$ cat config.mk
export PLATFORM = sky130hd
export DESIGN_NAME = scpm_top
export DESIGN_NICKNAME = d
export VERILOG_FILES = /design/src/scpm_pkg.sv /design/src/scpm_tick_gen.sv /design/src/scpm_top.sv
export SDC_FILE = /design/constraint.sdc
export NUM_CORES = 1
export LEC_CHECK = 0
export BUFFER_PORTS_ARGS = -buffer_cell sky130_fd_sc_hd__buf_2
export CORE_MARGIN = 2
export CORE_UTILIZATION = 45
export DETAILED_ROUTE_END_ITERATION = 10
export PLACE_DENSITY = 0.7
export SLEW_MARGIN = 0
export SYNTH_ARGS = -nofsm -noshare
export SYNTH_HDL_FRONTEND = slang
export SYNTH_SLANG_ARGS = --single-unit
$ cat constraint.sdc
create_clock -name CLK -period 1.8 [get_ports CLK]
set_input_delay 0.36 -clock CLK [delete_from_list [all_inputs] [get_ports CLK]]
set_output_delay 0.36 -clock CLK [all_outputs]
set_load 0.01 [all_outputs]
$ cat src/scpm_pkg.sv
// scpm_pkg: constants of the system clock and power mode controller.
// assumes one 250 MHz core clock that models both RC oscillators as tick enables.
package scpm_pkg;
  // core clock rate and oscillator rates
  localparam int CLK_HZ    = 250_000_000;
  localparam int FAST2_HZ  = 2_000_000;
  localparam int FAST4_HZ  = 4_000_000;
  localparam int FAST8_HZ  = 8_000_000;
  localparam int SLOW_HZ   = 32_000;
  // oscillator periods in core cycles, rounded down
  localparam int PER_W          = 13;
  localparam int FAST2_CYC      = CLK_HZ / FAST2_HZ;
  localparam int FAST4_CYC      = CLK_HZ / FAST4_HZ;
  localparam int FAST8_CYC      = CLK_HZ / FAST8_HZ;
  localparam int SLOW_PERIOD_CYC = CLK_HZ / SLOW_HZ;
  // fast oscillator settling time in core cycles, arbitrary plain default
  localparam int FAST_STARTUP_CYC = 64;
  localparam int STARTUP_W        = 16;
  // register port
  localparam int       ADDR_W            = 4;
  localparam logic [3:0] OFF_SYS_CLK_CTRL  = 4'h0;
  localparam logic [3:0] OFF_FAST_OSC_CTRL = 4'h4;
  localparam logic [3:0] OFF_MODE_STATUS   = 4'h8;
  // field positions
  localparam int SEL_LSB   = 5;
  localparam int FKEEP_BIT = 1;
  localparam int SKEEP_BIT = 0;
  localparam int FREQ_LSB  = 2;
  localparam int STBL_BIT  = 1;
  localparam int FEN_BIT   = 0;
  // clock select codes and reset values
  localparam logic [2:0] SEL_FAST   = 3'h0;
  localparam logic [2:0] SEL_SUB    = 3'h7;
  localparam logic [1:0] FREQ_2M    = 2'h0;
  localparam logic [1:0] FREQ_4M    = 2'h1;
  localparam logic [1:0] FREQ_8M    = 2'h2;
  localparam logic [1:0] FREQ_RST   = 2'h0;
  localparam logic       FEN_RST    = 1'b1;
  // operating modes, one-hot
  typedef enum logic [5:0] {
    M_FAST  = 6'h01,
    M_SLOW  = 6'h02,
    M_SLEEP = 6'h04,
    M_IDLE0 = 6'h08,
    M_IDLE1 = 6'h10,
    M_IDLE2 = 6'h20
  } scpm_mode_t;
endpackage

$ cat src/scpm_tick_gen.sv
// scpm_tick_gen: models a free running oscillator as a one-cycle tick.
// assumes period is at least one and is held steady while run is high.
module scpm_tick_gen #(
  parameter int W = 13
) (
  // clock and reset
  input  wire logic         clk,
  input  wire logic         rst_n,
  // control
  input  wire logic         run,
  input  wire logic [W-1:0] period,
  // output
  output logic              tick
);
  logic [W-1:0] cnt;
  logic [W-1:0] next_cnt;
  logic         next_tick;

  // count core cycles, emit a tick per oscillator period
  always_comb begin
    next_cnt  = cnt;
    next_tick = 1'b0;
    if (!run) begin
      next_cnt = '0;
    end else if (cnt >= period - W'(1)) begin
      next_cnt  = '0;
      next_tick = 1'b1;
    end else begin
      next_cnt = cnt + W'(1);
    end
  end

  // register counter and tick
  always_ff @(posedge clk) begin
    if (!rst_n) begin
      cnt  <= '0;
      tick <= 1'b0;
    end else begin
      cnt  <= next_cnt;
      tick <= next_tick;
    end
  end
endmodule

$ cat src/scpm_top.sv
// scpm_top: system clock selection, fast oscillator control and operating modes.
// assumes a cpu that pulses HALT and WAKE, and software on a plain register port.
// Behaviour
// - software changes the system clock source at run time without reset
// - slow oscillator also clocks the watchdog and the time base
// - fast mode uses fast oscillator divided by 1 to 64
// - slow mode runs the cpu from the sub clock of the slow oscillator
// - after moving to sub clock the fast oscillator follows its enable bit
// - six modes: fast, slow, sleep, idle0, idle1, idle2
// - halt with both keep bits zero enters sleep, sub clock stops
// - slow oscillator keeps running in sleep for the watchdog
// - halt with fast keep 0 and slow keep 1 enters idle0
// - halt with both keep bits one enters idle1
// - halt with fast keep 1 and slow keep 0 enters idle2
// - select 000 undivided, 001-110 divided 2 to 64, 111 sub clock
// - frequency field decode, new frequency applies when stable flag sets
// - enabling fast oscillator clears stable flag, sets it once settled
//
// Added by the designer: the placing of the registers and the plain strobed port.
module scpm_top #(
  parameter int SLOW_PERIOD  = scpm_pkg::SLOW_PERIOD_CYC,
  parameter int FAST_STARTUP = scpm_pkg::FAST_STARTUP_CYC
) (
  // clock and reset
  input  wire logic                        CLK,
  input  wire logic                        RST_N,
  // register port
  input  wire logic [scpm_pkg::ADDR_W-1:0] ADDR,
  input  wire logic [7:0]                  WDATA,
  input  wire logic                        WR,
  input  wire logic                        RD,
  output logic      [7:0]                  RDATA,
  // cpu handshake
  input  wire logic                        HALT,
  input  wire logic                        WAKE,
  // clock enables and status
  output logic                             SYS_CLK_EN,
  output logic                             FAST_CLK_EN,
  output logic                             SUB_CLK_EN,
  output logic                             SLOW_RC_CLK_EN,
  output logic                             CPU_RUN,
  output logic                             FAST_OSC_ON
);
  localparam int PW = scpm_pkg::PER_W;
  localparam int SW = scpm_pkg::STARTUP_W;

  // software visible control
  logic [2:0] sys_clk_select;
  logic       fast_osc_keep_in_halt;
  logic       slow_osc_keep_in_halt;
  logic [1:0] fast_osc_freq_select;
  logic       fast_osc_enable;
  logic [2:0] next_sel;
  logic       next_fkeep;
  logic       next_skeep;
  logic [1:0] next_freq;
  logic       next_fen;
  logic [7:0] next_rdata;
  // fast oscillator state
  logic          fast_run;
  logic          fast_osc_stable_flag;
  logic [SW-1:0] scnt;
  logic [1:0]    act_freq;
  logic          next_stable;
  logic [SW-1:0] next_scnt;
  logic [1:0]    next_act_freq;
  logic          fast_tick;
  logic          slow_tick;
  // clock switch state
  logic [2:0] active_sel;
  logic [5:0] div_cnt;
  logic [2:0] next_active_sel;
  logic [5:0] next_div_cnt;
  logic       div_tick;
  logic       cur_tick;
  logic       swap;
  // mode state
  scpm_pkg::scpm_mode_t mode;
  scpm_pkg::scpm_mode_t next_mode;
  logic cpu_run;
  logic next_sys_en;
  logic next_sub_en;

  // fast oscillator period per frequency code
  function automatic logic [PW-1:0] fast_period(input logic [1:0] f);
    unique case (f)
      scpm_pkg::FREQ_4M: fast_period = PW'(scpm_pkg::FAST4_CYC);
      scpm_pkg::FREQ_8M: fast_period = PW'(scpm_pkg::FAST8_CYC);
      default:           fast_period = PW'(scpm_pkg::FAST2_CYC);
    endcase
  endfunction

  // divider mask: 2^sel - 1, one system tick per 2^sel fast ticks
  function automatic logic [5:0] div_mask(input logic [2:0] s);
    div_mask = 6'((7'h01 << s) - 7'h01);
  endfunction

  // register writes and read decode
  always_comb begin
    next_sel   = sys_clk_select;
    next_fkeep = fast_osc_keep_in_halt;
    next_skeep = slow_osc_keep_in_halt;
    next_freq  = fast_osc_freq_select;
    next_fen   = fast_osc_enable;
    next_rdata = 8'h00;
    if (WR && ADDR == scpm_pkg::OFF_SYS_CLK_CTRL) begin
      next_sel   = WDATA[scpm_pkg::SEL_LSB +: 3];
      next_fkeep = WDATA[scpm_pkg::FKEEP_BIT];
      next_skeep = WDATA[scpm_pkg::SKEEP_BIT];
    end
    if (WR && ADDR == scpm_pkg::OFF_FAST_OSC_CTRL) begin
      next_freq = WDATA[scpm_pkg::FREQ_LSB +: 2];
      next_fen  = WDATA[scpm_pkg::FEN_BIT];
    end
    if (RD) begin
      unique case (ADDR)
        scpm_pkg::OFF_SYS_CLK_CTRL: begin
          next_rdata[scpm_pkg::SEL_LSB +: 3]   = sys_clk_select;
          next_rdata[scpm_pkg::FKEEP_BIT]      = fast_osc_keep_in_halt;
          next_rdata[scpm_pkg::SKEEP_BIT]      = slow_osc_keep_in_halt;
        end
        scpm_pkg::OFF_FAST_OSC_CTRL: begin
          next_rdata[scpm_pkg::FREQ_LSB +: 2]  = fast_osc_freq_select;
          next_rdata[scpm_pkg::STBL_BIT]       = fast_osc_stable_flag;
          next_rdata[scpm_pkg::FEN_BIT]        = fast_osc_enable;
        end
        scpm_pkg::OFF_MODE_STATUS: next_rdata = {2'h0, mode};
        default:                   next_rdata = 8'h00;
      endcase
    end
  end

  // register control bits and read data
  always_ff @(posedge CLK) begin
    if (!RST_N) begin
      // select resets to undivided fast clock
      sys_clk_select        <= scpm_pkg::SEL_FAST;
      fast_osc_keep_in_halt <= 1'b0;
      slow_osc_keep_in_halt <= 1'b0;
      fast_osc_freq_select  <= scpm_pkg::FREQ_RST;
      fast_osc_enable       <= scpm_pkg::FEN_RST;
      RDATA                 <= 8'h00;
    end else begin
      sys_clk_select        <= next_sel;
      fast_osc_keep_in_halt <= next_fkeep;
      slow_osc_keep_in_halt <= next_skeep;
      fast_osc_freq_select  <= next_freq;
      fast_osc_enable       <= next_fen;
      RDATA                 <= next_rdata;
    end
  end

  assign cpu_run = (mode == scpm_pkg::M_FAST) || (mode == scpm_pkg::M_SLOW);

  // fast oscillator run decision, settling count and frequency latch
  always_comb begin
    // running on sub clock the fast oscillator follows its enable bit, halted it follows its keep bit
    if (cpu_run) begin
      fast_run = fast_osc_enable || active_sel != scpm_pkg::SEL_SUB
                 || sys_clk_select != scpm_pkg::SEL_SUB;
    end else begin
      fast_run = fast_osc_keep_in_halt;
    end
    next_stable   = fast_osc_stable_flag;
    next_scnt     = scnt;
    next_act_freq = act_freq;
    // flag clears while off, sets after settling
    if (!fast_run) begin
      next_stable = 1'b0;
      next_scnt   = '0;
    end else if (fast_osc_stable_flag && fast_osc_freq_select != act_freq) begin
      next_stable = 1'b0;
      next_scnt   = '0;
    end else if (!fast_osc_stable_flag) begin
      if (scnt == SW'(FAST_STARTUP - 1)) begin
        // new frequency applies as the flag sets
        next_stable   = 1'b1;
        next_act_freq = fast_osc_freq_select;
      end else begin
        next_scnt = scnt + SW'(1);
      end
    end
  end

  // register fast oscillator state
  always_ff @(posedge CLK) begin
    if (!RST_N) begin
      fast_osc_stable_flag <= 1'b0;
      scnt                 <= '0;
      act_freq             <= scpm_pkg::FREQ_RST;
    end else begin
      fast_osc_stable_flag <= next_stable;
      scnt                 <= next_scnt;
      act_freq             <= next_act_freq;
    end
  end

  // fast oscillator, ticking only once settled
  scpm_tick_gen #(.W(PW)) u_fast_osc (
    .clk    (CLK),
    .rst_n  (RST_N),
    .run    (fast_osc_stable_flag),
    .period (fast_period(act_freq)),
    .tick   (fast_tick)
  );

  scpm_tick_gen #(.W(PW)) u_slow_osc (
    .clk    (CLK),
    .rst_n  (RST_N),
    .run    (1'b1),
    .period (PW'(SLOW_PERIOD)),
    .tick   (slow_tick)
  );

  // divided clock and glitch-free source swap
  always_comb begin
    div_tick = fast_tick && ((div_cnt & div_mask(active_sel)) == div_mask(active_sel));
    // code 111 selects the sub clock
    cur_tick = (active_sel == scpm_pkg::SEL_SUB) ? slow_tick : div_tick;
    // swap on a period boundary, target must be running
    swap = (sys_clk_select != active_sel)
           && (sys_clk_select == scpm_pkg::SEL_SUB || fast_osc_stable_flag)
           && (cur_tick || (active_sel != scpm_pkg::SEL_SUB && !fast_osc_stable_flag));
    next_active_sel = active_sel;
    next_div_cnt    = div_cnt;
    // source follows the select field without reset
    if (swap) begin
      next_active_sel = sys_clk_select;
      next_div_cnt    = 6'h00;
    end else if (fast_tick) begin
      next_div_cnt = div_cnt + 6'h01;
    end
  end

  // register switch state
  always_ff @(posedge CLK) begin
    if (!RST_N) begin
      active_sel <= scpm_pkg::SEL_FAST;
      div_cnt    <= 6'h00;
    end else begin
      active_sel <= next_active_sel;
      div_cnt    <= next_div_cnt;
    end
  end

  // operating mode sequencing
  always_comb begin
    next_mode = mode;
    unique case (mode)
      scpm_pkg::M_FAST, scpm_pkg::M_SLOW: begin
        if (HALT) begin
          unique case ({fast_osc_keep_in_halt, slow_osc_keep_in_halt})
            2'b00: next_mode = scpm_pkg::M_SLEEP;
            2'b01: next_mode = scpm_pkg::M_IDLE0;
            2'b10: next_mode = scpm_pkg::M_IDLE2;
            default: next_mode = scpm_pkg::M_IDLE1;
          endcase
        end else if (next_active_sel == scpm_pkg::SEL_SUB) begin
          next_mode = scpm_pkg::M_SLOW;
        end else begin
          next_mode = scpm_pkg::M_FAST;
        end
      end
      scpm_pkg::M_SLEEP, scpm_pkg::M_IDLE0, scpm_pkg::M_IDLE1, scpm_pkg::M_IDLE2: begin
        if (WAKE) begin
          next_mode = (active_sel == scpm_pkg::SEL_SUB) ? scpm_pkg::M_SLOW : scpm_pkg::M_FAST;
        end
      end
      default: next_mode = scpm_pkg::M_FAST;
    endcase
  end

  // gate clock enables by mode
  always_comb begin
    // halted system clock per mode and source
    unique case (mode)
      scpm_pkg::M_SLEEP: next_sys_en = 1'b0;
      scpm_pkg::M_IDLE0: next_sys_en = cur_tick && active_sel == scpm_pkg::SEL_SUB;
      scpm_pkg::M_IDLE2: next_sys_en = cur_tick && active_sel != scpm_pkg::SEL_SUB;
      default:           next_sys_en = cur_tick;
    endcase
    // sub clock to peripherals off in sleep and idle2
    next_sub_en = slow_tick && mode != scpm_pkg::M_SLEEP && mode != scpm_pkg::M_IDLE2;
  end

  // register mode and all clock outputs
  always_ff @(posedge CLK) begin
    if (!RST_N) begin
      mode        <= scpm_pkg::M_FAST;
      SYS_CLK_EN  <= 1'b0;
      FAST_CLK_EN <= 1'b0;
      SUB_CLK_EN  <= 1'b0;
      SLOW_RC_CLK_EN <= 1'b0;
      CPU_RUN     <= 1'b1;
      FAST_OSC_ON <= 1'b0;
    end else begin
      mode        <= next_mode;
      SYS_CLK_EN  <= next_sys_en;
      FAST_CLK_EN <= fast_tick;
      SUB_CLK_EN  <= next_sub_en;
      SLOW_RC_CLK_EN <= slow_tick;
      CPU_RUN     <= next_mode == scpm_pkg::M_FAST || next_mode == scpm_pkg::M_SLOW;
      FAST_OSC_ON <= fast_run;
    end
  end
endmodule

==> summary.md <==
| Metric | Value |
|---|---|
| Placed Area | `0.00437 mm^2` |
| Share of cells above drive strength 1 | `about 27%` |
| Hold Path Class | `input pin to register` |
| Area share of the largest cell type after synthesis | `between 40% and 50%` |
| Fin util | `59.0%` |
| Reg clk slew, reported paths | `90 ps` |
| Area leader, netlist | `dfxtp_1` |
| N_diodes | `0` |
| First-pass DRT Iterations | `4` |
| Layout Nets | `between 500 and 600` |
| Top delay family on crit path | `simple AND/OR/NAND/NOR gates` |
| Fmax | `~540 MHz` |
| Num CTS Buffers | `9` |
| Routed Antenna Nets | `0` |
| Vias | `3301` |
| Final Max Tran Viols | `0` |
| Netlist cell types | `58` |
| WP data required | `2090 ps` |
| Asr flop ratio synth | `0%` |
| Wire length per cell | `roughly 14 um` |
| Largest net degree at the start of global routing | `18` |
| Drt total wl | `8.84 mm` |
| RSZ-0062 raised after global routing | `true` |
| Failing checks | `setup timing` |
| EDFF count, synth | `0` |
| Post-route cell area | `between 0.004 and 0.005 mm^2` |
| # rows | `33` |
| Critical path startpoint category | `register` |
| Largest cells by area after synthesis | `dfxtp_1 (44%), nor2_1 (7.7%), xnor2_1 (6.6%)` |
| Detailed-route DRC error count | `0` |
| Worst path arrival time | `2140 ps` |
| Port buffer count | `30` |
| Primary FF master, synth | `dfxtp_1` |
| Period utilization | `103%` |
| First-pass GRT wire length | `14.0 mm` |
| Root Buffer | `clkbuf_8` |
| WP buf/inv | `2` |
| Final hold vios | `0` |
| Worst-Skew Late Latency | `between 300 and 400 ps` |
| Initial antenna violation count | `0` |
| Final setup viols | `8` |
| Pwr Density | `750 mW/mm^2` |
| CP Max Fanout | `8` |
| Number of synthesized register bits | `84` |
| Total GRT Usage | `19.2%` |
| Clock sinks | `84` |
| Post-layout min period | `1850 ps` |
| Final GP Congestion | `0.859` |
| Largest stage delay, worst path | `460 ps` |
| Final worst slack | `-50.9 ps` |
| Core footprint | `slightly above 0.008 mm^2` |
| Seq/Total Area, Yosys | `43.8%` |
| Starting DRT DRC Count | `173` |
| Die height | `about 96 um` |
| Ports | `32` |
| Die area | `just over 0.009 mm^2` |
| Synthesis warning total | `0` |
| MaxCap Viol Count | `0` |
| H-tree depth | `3` |
| Cell count after synthesis | `435` |
| DP HPWL | `slightly above 6 mm` |
| Hold Buf Count CTS | `0` |
| Design Power | `0.00366 W` |
| Run status | `complete, but fails checks` |
| Slowest CP cell | `or3_4` |
| Mapped Avg Cell Area | `~8.8 um^2` |
| CP cell instances | `inv_2 -> ha_4 -> inv_2 -> ha_4 -> nor2b_1 -> o21ai_2 -> a21oi_2 -> or3_4 -> nor2_1` |
| Fin Clk Skew | `16.9 ps` |
| Layout Area Growth over Synthesis | `26.9%` |
| Total Neg Setup Slack | `-279 ps` |
| Congestion Overflow GR | `0` |
| Filler Cell Count | `714` |
| Crit Path Class | `register to register` |
| Critical Path End Type | `register` |
| Place WS | `-111 ps` |
| Starting Density | `46.5%` |
| Die width | `96.4 um` |
| Static leakage | `1.89 nW` |
| Vias in the first global route | `3164` |
| Area of the mapped netlist | `roughly 0.0038 mm^2` |
| TritonCTS clock tree | `done` |
| Vias/cell | `5.32` |
| Max IR drop VDD | `374 uV` |
| Clock tree buffer depth | `2` |
==> synth_stat cells (all sizes together), types with 2 or more instances <==
cell	n
nor4b	3
nand3	28
o22ai	2
nor4	6
nor2b	5
and4	2
inv	14
and2	5
a22oi	2
clkbuf	12
and3	6
xnor2	29
a21oi	15
nor3	12
o21ai	11
a31oi	3
or3	5
a211oi	6
dfxtp	84
mux2i	14
xor2	14
nand2	22
nor2	80
o21a	2
nand4	10
ha	12
buf	7
==> through the flow <==
stage	instances	hold WS, ps
floorplan	439	430
global placement	598	439
detailed placement	598	444
CTS	615	238
global route	621	249
finish	621	236
==> kinds of logic (layout without fill, tap and decap cells) <==
family,count (synthesis),after routing,synth area share (%)
AND/OR/NAND/NOR,192,193,25.0
buffers and inverters,34,110,3.88
XOR/XNOR,43,43,9.80
adder cells (fa/ha/maj),12,12,3.91
flip-flops,84,84,43.8
AO/OA/AOI/OAI,54,54,9.48
multiplexers,15,15,4.04
other,1,5,0.0976
==> worst paths after layout <==
check	start	endpoint	slack [ps]	cells after the start
min reg2reg	u_fast_osc.cnt[0]$_SDFF_PP0_	u_fast_osc.cnt[0]$_SDFF_PP0_	440	1
min	WDATA[2]	fast_osc_freq_select[0]$_SDFFE_PN0P_	240	3
max reg2reg	act_freq[0]$_SDFFE_PN0P_	u_fast_osc.cnt[0]$_SDFF_PP0_	-50	9
max	act_freq[0]$_SDFFE_PN0P_	u_fast_osc.cnt[0]$_SDFF_PP0_	-50	9
==> worst register-to-register path, stage by stage, from the launching register on <==
cell,delay (ps)
dfxtp_2,360
inv_2,50
ha_4,150
inv_2,70
ha_4,210
nor2b_1,150
o21ai_2,160
a21oi_2,80
or3_4,460
nor2_1,120
==> layout by cell type, fill, tap and decap left out, drive strengths merged, types with 2 or more instances in the layout <==
| cell | instances |
|---|---|
| and3 | 6 |
| bufinv | 2 |
| and2 | 5 |
| o21a | 2 |
| nor4b | 3 |
| a31oi | 3 |
| a22oi | 2 |
| and4 | 2 |
| conb | 5 |
| ha | 12 |
| dfxtp | 84 |
| a21oi | 15 |
| xor2 | 14 |
| mux2i | 14 |
| nor2b | 5 |
| nor4 | 6 |
| xnor2 | 29 |
| or3 | 5 |
| buf | 79 |
| nand2 | 22 |
| o21ai | 11 |
| clkbuf | 12 |
| nand4 | 10 |
| nor2 | 80 |
| o22ai | 2 |
| a211oi | 6 |
| clkinv | 2 |
| nor3 | 12 |
| nand3 | 29 |
| inv | 14 |
==> registers in the layout (all words and copies together) (netlist names), 2 cells and up <==
signal and cells:
scnt 16, act_freq 2, RDATA 8, mode 6
div_cnt 6, u_fast_osc.cnt 13, active_sel 3, fast_osc_freq_select 2
sys_clk_select 3, u_slow_osc.cnt 13
==> power by group <==
group          switching (W)  internal (W)  total, W
registers          0.0000249       0.00188   0.00191
logic               0.000146      0.000129  0.000275
clock network       0.000653      0.000819   0.00147
==> what timing repair did <==
action | CTS | global route
resized for setup | 12 | 44
cloned | 0 | 1
pin swaps | 9 | 21
setup buffers | 1 | 5
endpoints found under the setup margin | 10 | 52
==> final cells by class <==
type	instances	area, um^2	share of cell area [%]
multi-input cells	322	2250	46.1
clock inverters	4	72.6	1.49
inverters	15	56.3	1.16
repair buffers	79	518	10.6
clock buffers	12	145	2.98
flip-flops and latches	84	1700	34.9
well taps	105	131	2.70
==> per-layer routing <==
layer / global-route usage, % / up-vias / share of wire [%]
li1: - / 1653 / -
met2: 32.1 / 66 / 48
met1: 24.3 / 1569 / 46
met3: 3.49 / 13 / 4.3
met5: 0 / - / 0
met4: 7.86 / 0 / 1.6
Note: power is estimated with default switching activity, not from simulation.
